## config.mk

```make
export PLATFORM = sky130hd
export DESIGN_NAME = fsr_status_read
export DESIGN_NICKNAME = d
export VERILOG_FILES = /design/src/include/fsr_pkg.sv /design/src/hdl/fsr_sync.sv /design/src/hdl/fsr_status_read.sv
export SDC_FILE = /design/constraint.sdc
export NUM_CORES = 1
export LEC_CHECK = 0
export ABC_AREA = 0
export CORE_ASPECT_RATIO = 0.5
export CORE_MARGIN = 3
export CORE_UTILIZATION = 61
export DETAILED_ROUTE_END_ITERATION = 12
export DONT_BUFFER_PORTS = 1
export GPL_ROUTABILITY_DRIVEN = 0
export GPL_TIMING_DRIVEN = 1
export PLACE_DENSITY_LB_ADDON = 0.3
export RECOVER_POWER = 100
export SYNTH_ARGS = -nofsm -noshare
export SYNTH_HDL_FRONTEND = slang
export SYNTH_SLANG_ARGS = --single-unit
```

## constraint.sdc

```tcl
create_clock -name core_clk -period 4 [get_ports core_clk]
set_input_delay 0.8 -clock core_clk [delete_from_list [all_inputs] [get_ports core_clk]]
set_output_delay 0.8 -clock core_clk [all_outputs]
set_load 0.05 [all_outputs]
```

## src/include/fsr_pkg.sv

```systemverilog
// Constants shared by the status read-out block and its helpers.
// Assumes SPI mode 0 framing and status bytes of eight bits.

package fsr_pkg;

	// ****************************************
	// Read opcodes
	// ****************************************
	localparam logic [7:0] FSR_OP_READ_ONE = 8'h05;
	localparam logic [7:0] FSR_OP_READ_TWO = 8'h35;

	// ****************************************
	// Status byte one layout
	// ****************************************
	localparam int FSR_S1_LOCK_LOW = 7;
	localparam int FSR_S1_GUARD_LO = 2;
	localparam int FSR_S1_WLATCH   = 1;
	localparam int FSR_S1_BUSY     = 0;
	localparam logic [7:0] FSR_S1_WR_MASK = 8'hfc;

	// ****************************************
	// Status byte two layout
	// ****************************************
	localparam int FSR_S2_ERASE_PAUSE = 7;
	localparam int FSR_S2_INVERT      = 6;
	localparam int FSR_S2_PAGE_LO     = 3;
	localparam int FSR_S2_PROG_PAUSE  = 2;
	localparam int FSR_S2_FOUR_LANE   = 1;
	localparam int FSR_S2_LOCK_HIGH   = 0;
	localparam logic [7:0] FSR_S2_WR_MASK   = 8'h7b;
	localparam logic [7:0] FSR_S2_LOCK_MASK = 8'h38;

	// ****************************************
	// Reset values and counters
	// ****************************************
	localparam logic [7:0] FSR_S1_RESET = 8'h00;
	localparam logic [7:0] FSR_S2_RESET = 8'h00;
	localparam logic [2:0] FSR_BIT_FIRST = 3'h7;
	localparam logic [2:0] FSR_BIT_ZERO  = 3'h0;
	localparam logic [1:0] FSR_PAGE_NONE = 2'h0;
	localparam int FSR_SYNC_STAGES = 2;

	// Link state, one-hot
	typedef enum logic [2:0] {
		FSR_ST_OPCODE = 3'b001,
		FSR_ST_SEND   = 3'b010,
		FSR_ST_SKIP   = 3'b100
	} fsr_state_t;

endpackage

```

## src/hdl/fsr_sync.sv

```systemverilog
// Two-stage synchroniser for a bundle of pin levels.
// Assumes the inputs are asynchronous to core_clk; only stage two is read.
`timescale 1ns/1ps
`default_nettype none

module fsr_sync #(
	parameter int WIDTH = 1
) (
	input  wire logic             core_clk,
	input  wire logic             sys_rst,
	input  wire logic [WIDTH-1:0] pin_in,
	input  wire logic [WIDTH-1:0] rst_val,
	output logic      [WIDTH-1:0] sync_out
);

	import fsr_pkg::*;

	// Chain counts as filled once every stage has taken a pin sample
	localparam logic [1:0] FILL_DONE = 2'(FSR_SYNC_STAGES);

	logic [WIDTH-1:0] meta_r;
	logic [WIDTH-1:0] meta_nxt;
	logic [WIDTH-1:0] sync_r;
	logic [WIDTH-1:0] sync_nxt;

	// ****************************************
	// Stage logic
	// ****************************************
	// First stage feeds nothing but the second
	always_comb begin
		meta_nxt = pin_in;
		sync_nxt = meta_r;
	end

	// Reset to all zeros is not wanted for every bit, so the caller
	// picks idle levels; only constants are loaded under reset
	always_ff @(posedge core_clk or posedge sys_rst) begin
		if (sys_rst) begin
			meta_r <= '0;
			sync_r <= '0;
		end else begin
			meta_r <= meta_nxt;
			sync_r <= sync_nxt;
		end
	end

	// Idle level substituted until the chain has filled once
	logic [1:0] fill_r;
	logic [1:0] fill_nxt;
	always_comb begin
		fill_nxt = fill_r;
		if (fill_r != FILL_DONE) begin
			fill_nxt = fill_r + 2'h1;
		end
	end
	always_ff @(posedge core_clk or posedge sys_rst) begin
		if (sys_rst) begin
			fill_r <= 2'h0;
		end else begin
			fill_r <= fill_nxt;
		end
	end

	assign sync_out = (fill_r == FILL_DONE) ? sync_r : rst_val;

endmodule
`default_nettype wire

```

## src/hdl/fsr_status_read.sv

```systemverilog
// Status byte read-out for a serial flash: holds both status bytes and
// streams either one on the serial output while chip select stays low.
// Assumes SPI mode 0 pins that are sampled by core_clk, serial clock
// well below a quarter of core_clk, and status inputs on core_clk.
`timescale 1ns/1ps
`default_nettype none

module fsr_status_read (
	input  wire logic       core_clk,
	input  wire logic       sys_rst,
	// Serial link pins
	input  wire logic       spi_clk,
	input  wire logic       spi_cs_n,
	input  wire logic       spi_si,
	output logic            spi_so_o,
	output logic            spi_so_oe,
	// Live hardware status
	input  wire logic       busy_in,
	input  wire logic       erase_paused_in,
	input  wire logic       program_paused_in,
	// Write latch control
	input  wire logic       wlatch_set,
	input  wire logic       op_end,
	// Status write from the write command logic
	input  wire logic       stat_wr_valid,
	input  wire logic [7:0] stat_wr_one,
	input  wire logic [7:0] stat_wr_two,
	// Security page change gate
	input  wire logic       page_change_req,
	input  wire logic [1:0] page_change_sel,
	output logic            page_change_go,
	// Current fields
	output logic            protect_lock_low,
	output logic            protect_lock_high,
	output logic [4:0]      block_guard,
	output logic            guard_invert,
	output logic [2:0]      page_lock,
	output logic            four_lane_enable,
	output logic            write_latch_flag
);

	import fsr_pkg::*;

	// ****************************************
	// Pin synchronisers
	// ****************************************
	logic [2:0] pins_s;
	logic       sclk_s;
	logic       cs_n_s;
	logic       si_s;

	// Clock, select and data share one chain, so the sampled data bit
	// lines up with the detected clock edge; the serial clock must stay
	// below a quarter of core_clk for every phase to be seen
	// Idle levels: clock low, select high, data low
	fsr_sync #(
		.WIDTH (3)
	) u_pins (
		.core_clk (core_clk),
		.sys_rst  (sys_rst),
		.pin_in   ({spi_clk, spi_cs_n, spi_si}),
		.rst_val  (3'h2),
		.sync_out (pins_s)
	);

	assign sclk_s = pins_s[2];
	assign cs_n_s = pins_s[1];
	assign si_s   = pins_s[0];

	// ****************************************
	// Serial clock edges
	// ****************************************
	logic sclk_d_r;
	logic sclk_d_nxt;
	logic sclk_rise;
	logic sclk_fall;

	// Delayed copy starts at the idle low level of the pin, so the
	// release of reset never reads as a rising edge
	always_comb begin
		sclk_d_nxt = sclk_s;
	end

	always_ff @(posedge core_clk or posedge sys_rst) begin
		if (sys_rst) begin
			sclk_d_r <= 1'b0;
		end else begin
			sclk_d_r <= sclk_d_nxt;
		end
	end

	// Edges only count inside a frame,
	// so a clock that idles while select is high is never acted on
	assign sclk_rise = sclk_s & ~sclk_d_r & ~cs_n_s;
	assign sclk_fall = ~sclk_s & sclk_d_r & ~cs_n_s;

	// ****************************************
	// Status storage
	// ****************************************
	logic [7:0] stat_one_r;
	logic [7:0] stat_one_nxt;
	logic [7:0] stat_two_r;
	logic [7:0] stat_two_nxt;
	logic       wlatch_r;
	logic       wlatch_nxt;
	logic       go_r;
	logic       go_nxt;
	logic [2:0] sel_lock;

	always_comb begin
		stat_one_nxt = stat_one_r;
		stat_two_nxt = stat_two_r;
		wlatch_nxt   = wlatch_r;
		go_nxt       = 1'b0;
		// No protection-lock or write-pin gating here: the write command
		// logic decides whether a status write may happen at all
		// masked status write
		if (stat_wr_valid) begin
			stat_one_nxt = (stat_one_r & ~FSR_S1_WR_MASK)
				| (stat_wr_one & FSR_S1_WR_MASK);
			stat_two_nxt = (stat_two_r & ~FSR_S2_WR_MASK)
				| (stat_wr_two & FSR_S2_WR_MASK);
			stat_two_nxt = stat_two_nxt
				| (stat_two_r & FSR_S2_LOCK_MASK);
		end
		if (op_end) begin
			wlatch_nxt = 1'b0;
		end
		// Set wins over a clear in the same cycle
		if (wlatch_set) begin
			wlatch_nxt = 1'b1;
		end
		// Selector zero names no page and never opens the gate
		// locked page refused
		if (page_change_req && page_change_sel != FSR_PAGE_NONE) begin
			go_nxt = ~sel_lock[page_change_sel - 2'h1];
		end
	end

	always_ff @(posedge core_clk or posedge sys_rst) begin
		if (sys_rst) begin
			stat_one_r <= FSR_S1_RESET;
			stat_two_r <= FSR_S2_RESET;
			wlatch_r   <= 1'b0;
			go_r       <= 1'b0;
		end else begin
			stat_one_r <= stat_one_nxt;
			stat_two_r <= stat_two_nxt;
			wlatch_r   <= wlatch_nxt;
			go_r       <= go_nxt;
		end
	end

	// Lock bits in page order: bit 0 guards page one
	assign sel_lock = stat_two_r[FSR_S2_PAGE_LO +: 3];

	// ****************************************
	// Live status bytes
	// ****************************************
	logic [7:0] live_one;
	logic [7:0] live_two;

	// Writable bits and the write latch come from storage, busy and pause bits from hardware
	// Busy and pause bits are never stored, so they are always live
	always_comb begin
		live_one = stat_one_r & FSR_S1_WR_MASK;
		live_one[FSR_S1_WLATCH] = wlatch_r;
		live_one[FSR_S1_BUSY] = busy_in;
		live_two = stat_two_r & FSR_S2_WR_MASK;
		live_two[FSR_S2_ERASE_PAUSE] = erase_paused_in;
		live_two[FSR_S2_PROG_PAUSE] = program_paused_in;
	end

	// ****************************************
	// Link sequencer
	// ****************************************
	fsr_state_t state_r;
	fsr_state_t state_nxt;
	logic [7:0] op_r;
	logic [7:0] op_nxt;
	logic [2:0] op_cnt_r;
	logic [2:0] op_cnt_nxt;
	logic       sel_two_r;
	logic       sel_two_nxt;
	logic [2:0] bit_r;
	logic [2:0] bit_nxt;
	logic [7:0] snap_r;
	logic [7:0] snap_nxt;
	logic       so_r;
	logic       so_nxt;
	logic       oe_r;
	logic       oe_nxt;
	logic [7:0] op_full;
	logic [7:0] live_sel;

	// Opcode arrives MSB first, so each new bit enters at the bottom
	assign op_full  = {op_r[6:0], si_s};
	assign live_sel = sel_two_r ? live_two : live_one;

	always_comb begin
		state_nxt   = state_r;
		op_nxt      = op_r;
		op_cnt_nxt  = op_cnt_r;
		sel_two_nxt = sel_two_r;
		bit_nxt     = bit_r;
		snap_nxt    = snap_r;
		so_nxt      = so_r;
		oe_nxt      = oe_r;
		if (cs_n_s) begin
			// any bit, no side effect
			// Stored status is never touched from here, so a cut byte is harmless
			state_nxt  = FSR_ST_OPCODE;
			op_cnt_nxt = FSR_BIT_ZERO;
			bit_nxt    = FSR_BIT_FIRST;
			oe_nxt     = 1'b0;
		end else begin
			unique case (state_r)
				FSR_ST_OPCODE: begin
					if (sclk_rise) begin
						op_nxt     = op_full;
						op_cnt_nxt = op_cnt_r + 3'h1;
						if (op_cnt_r == FSR_BIT_FIRST) begin
							if (op_full == FSR_OP_READ_ONE) begin
								state_nxt   = FSR_ST_SEND;
								sel_two_nxt = 1'b0;
							end else if (op_full == FSR_OP_READ_TWO) begin
								state_nxt   = FSR_ST_SEND;
								sel_two_nxt = 1'b1;
							end else begin
								state_nxt = FSR_ST_SKIP;
							end
						end
					end
				end
				FSR_ST_SEND: begin
					if (sclk_fall) begin
						oe_nxt  = 1'b1;
						bit_nxt = bit_r - 3'h1;
						if (bit_r == FSR_BIT_FIRST) begin
							// Snapshot at bit 7 keeps one repetition self-consistent;
							// a status change in mid-byte shows in the next one
							// fresh copy per byte
							snap_nxt = live_sel;
							so_nxt   = live_sel[FSR_BIT_FIRST];
						end else begin
							so_nxt = snap_r[bit_r];
						end
					end
				end
				FSR_ST_SKIP: begin
					// Other opcodes belong to other blocks
					// Stays silent until select rises, then the opcode count restarts
					oe_nxt = 1'b0;
				end
			endcase
		end
	end

	// Sequencer registers; select, not reset, ends every frame
	always_ff @(posedge core_clk or posedge sys_rst) begin
		if (sys_rst) begin
			state_r   <= FSR_ST_OPCODE;
			op_r      <= 8'h00;
			op_cnt_r  <= FSR_BIT_ZERO;
			sel_two_r <= 1'b0;
			bit_r     <= FSR_BIT_FIRST;
			snap_r    <= 8'h00;
			so_r      <= 1'b0;
			oe_r      <= 1'b0;
		end else begin
			state_r   <= state_nxt;
			op_r      <= op_nxt;
			op_cnt_r  <= op_cnt_nxt;
			sel_two_r <= sel_two_nxt;
			bit_r     <= bit_nxt;
			snap_r    <= snap_nxt;
			so_r      <= so_nxt;
			oe_r      <= oe_nxt;
		end
	end

	// ****************************************
	// Outputs
	// ****************************************
	// Fields come straight from storage: the rest of the device sees
	// a status write one cycle after it is taken
	assign spi_so_o          = so_r;
	assign spi_so_oe         = oe_r;
	assign page_change_go    = go_r;
	assign protect_lock_low  = stat_one_r[FSR_S1_LOCK_LOW];
	assign block_guard       = stat_one_r[FSR_S1_GUARD_LO +: 5];
	assign protect_lock_high = stat_two_r[FSR_S2_LOCK_HIGH];
	assign guard_invert      = stat_two_r[FSR_S2_INVERT];
	assign page_lock         = sel_lock;
	assign four_lane_enable  = stat_two_r[FSR_S2_FOUR_LANE];
	assign write_latch_flag  = wlatch_r;

endmodule
`default_nettype wire

```

==> out/results.ini <==
[clocking]
cts_root_buffer=clkbuf_8
cts_setup_buffers=0
clkLatencyLatePin_ps=300
hold_buffers=0
tritoncts=built
cts_resized=0
clock_sinks=50
numCtsBuffers=5
htree_levels=2
path_clk_slew_ps=90
clockBufferDepth=2

[route]
vias_per_cell=5.74
drt-total-wl_um=3750
vias=1308
antenna_left=0
drt_iter0_drc=37
drc_errors=0
wl_per_cell_um=16.4
firstDrtPassIters=4

[placement]
io_buffers=0
pre_cts_slack_ps=1910
placed_cell_area_um2=2240
dp_hpwl_um=2570
dp_cells=220

[synthesis]
synth_mux_area_share_pct=16.5
synth_compound_area_share_pct=6.66
netlist_area_um2=2220
synth_edf_count=0
synth_simple_gate_area_share_pct=11.8
synth_ff_type=dfrtp_1
avgSynthCellArea_um2=12.5
yosys_warnings=0
syn_nets=213
synthArstFlopShare_pct=100
syn_inst=177
ys_ff_latch=50
yosys.area_share.xor_xnor_pct=1.58
ys_types=38
yosys.area_share.adder_pct=3.38
ys_seq_area_share_pct=56.6
synth_top_family_by_area=multiplexers

[global_routing]
grt_pass1_vias=1445
antenna_found_initial=0
grt_max_degree=51
grt_overflow=0
grt_usage_pct=18.8
grt_first_pass_wirelength_um=6610

[setup_path]
r2r_end=op_r[3]
crit_start=u_pins.fill_r[0]
critPathKind=reg -> reg
slowest_delay_ps=480
worstReg2RegStart=u_pins.fill_r[0]
startpoint_type=flop
cp-endpoint=op_r[3]
cp-end-kind=flop
cp_cell_sequence=inv_1, ha_1, nand2_1, inv_1, nand2_1, nor2_1, mux2_2
slowest_stage=nor2_1
cpLargestDelayFamily=simple AND/OR/NAND/NOR gates
cp_max_fo=10
cp_data_arrival_time_ps=2540
cp.required_ps=4190
path_buf_inv=2
worst-r2r-cell-count=7
crit_cells=7
reg2reg_slack_ps=1650

[layout]
diodes=0
nFillCells=210
regArea_um2=1260
multi_input_area_um2=876
nets=215
areaGrowthSynthToFinish_pct=4.63
final_cells=228
layout_common_cells=46 x dfrtp_1, 19 x mux2_2, 17 x nor2_1, 13 x mux2i_1, 11 x nand2_1
stdcell_area_um2=2320
final_layout_size_suffix_gt1_share_pct=20.0
final_common_cell=dfrtp_1

[timing]
worst_pin_slew_ps=1780
fin_crit_sh_pct=58.7
finalHoldViolCount=0
clock.fmax_ghz=0.426
timing.final.ws_setup_ps=1650
fin_crit_ps=2350
whs_ps=351
slew_violations=51
fin_tns_setup_ps=0
slew_headroom_pct=-19.0
clock_skew_ps=5.96
setup_viol=0
rsz0062_at_grt=false

[hold_path]
hold_depth=0
min_path_type=reg -> reg

[power]
p_clk_share_pct=29.4
p_leak_nw=1.04
switching_share_pct=27.5
pwr-share-seq_pct=61.0
ir_drop_uv=241
combinationalPowerShare_pct=9.6
power_switching_w=0.000281
cell_internal_pwr_w=0.000740
power.density_nw_per_um2=440

[floorplanning]
die_width_um=91.3
initial_core_util_pct=68.8
die_h_um=48.6
io_pins=46
rows=14
core-area_um2=3220
die_area_um2=4440

[job]
cap_violations=1

[outcome]
run_status=complete, but fails checks
violations=max-capacitance violations, max-slew violations

## worst reg2reg max path: stages (launching register included)
cell,delay [ps]
dfrtp_1,400
inv_1,60
ha_1,360
nand2_1,210
inv_1,160
nand2_1,160
nor2_1,480
mux2_2,400
## cells by family after synthesis
logic type / Yosys count
AOI/OAI and AO/OA: 23
xor gates and xnor gates: 4
adders and majority gates: 6
buffers and inverters: 14
DFF: 50
muxes: 33
and+or+nand+nor: 47
## layer usage
layer / up-vias / share of wire, % / routed length (um) / global-route usage (%)
met5: - / 0 / 0 / 0
met4: 0 / 1.8 / 66 / 7.00
met3: 10 / 6.1 / 230 / 7.74
met2: 37 / 48 / 1800 / 31.5
met1: 653 / 44 / 1640 / 21.9
li1: 608 / - / - / -
## cell type report
type | count | area share, %
Sequential cell | 50 | 54.1
Multi-Input combinational cell | 113 | 37.7
Clock buffer | 6 | 3.56
Tap cell | 48 | 2.59
Inverter | 9 | 1.46
Clock inverter | 2 | 0.539
## metrics by stage
stage | util, % | power [W]
2_1_floorplan | - | 0.000706
3_3_place_gp | 69.4 | 0.000721
3_5_place_dp | 69.4 | 0.000729
4_1_cts | 72.3 | 0.00103
5_1_grt | 72.0 | 0.00107
6_report | 72.0 | 0.00102
## synthesized netlist by cell type, types with 2 or more instances
cell / count / area [um^2]
dfrtp_1: 46 / 1150
mux2_2: 19 / 214
nor2_1: 16 / 60.1
mux2i_1: 13 / 130
nand2_1: 11 / 41.3
a21oi_1: 9 / 45.0
inv_1: 9 / 33.8
ha_1: 6 / 75.1
a21o_1: 4 / 30.0
dfstp_2: 4 / 105
and2_1: 3 / 18.8
buf_6: 3 / 33.8
xnor2_1: 3 / 26.3
a21oi_2: 2 / 17.5
a31oi_1: 2 / 12.5
nand3_1: 2 / 10.0
nor2b_1: 2 / 12.5
nor3_1: 2 / 10.0
nor3b_1: 2 / 15.0
## power groups by stage
stage	sequential, W	combinational [W]	clock, W
finish	0.000622	0.0000980	0.000300
floorplan	0.000621	0.0000856	0
global route	0.000631	0.000111	0.000326
detailed placement	0.000633	0.0000963	0
CTS	0.000623	0.000100	0.000306
global placement	0.000629	0.0000921	0
## sequential cells by signal, summed over array words and instances, names as in the netlist, 3 cells and up
signal,cells
u_pins.sync_r,3
stat_one_r,6
stat_two_r,6
bit_r,3
op_cnt_r,3
snap_r,8
u_pins.meta_r,3
state_r,3
op_r,7
## worst min-delay path by stage
stage / from / to / slack, ps
2_1_floorplan: u_pins.meta_r[0] / u_pins.sync_r[0] / 330
3_3_place_gp: u_pins.meta_r[2] / u_pins.sync_r[2] / 330
3_5_place_dp: u_pins.meta_r[1] / u_pins.sync_r[1] / 340
4_1_cts: u_pins.meta_r[1] / u_pins.sync_r[1] / 360
5_1_grt: u_pins.meta_r[0] / u_pins.sync_r[0] / 370
6_report: u_pins.meta_r[2] / u_pins.sync_r[2] / 350
(Power assumes the default switching activity.)
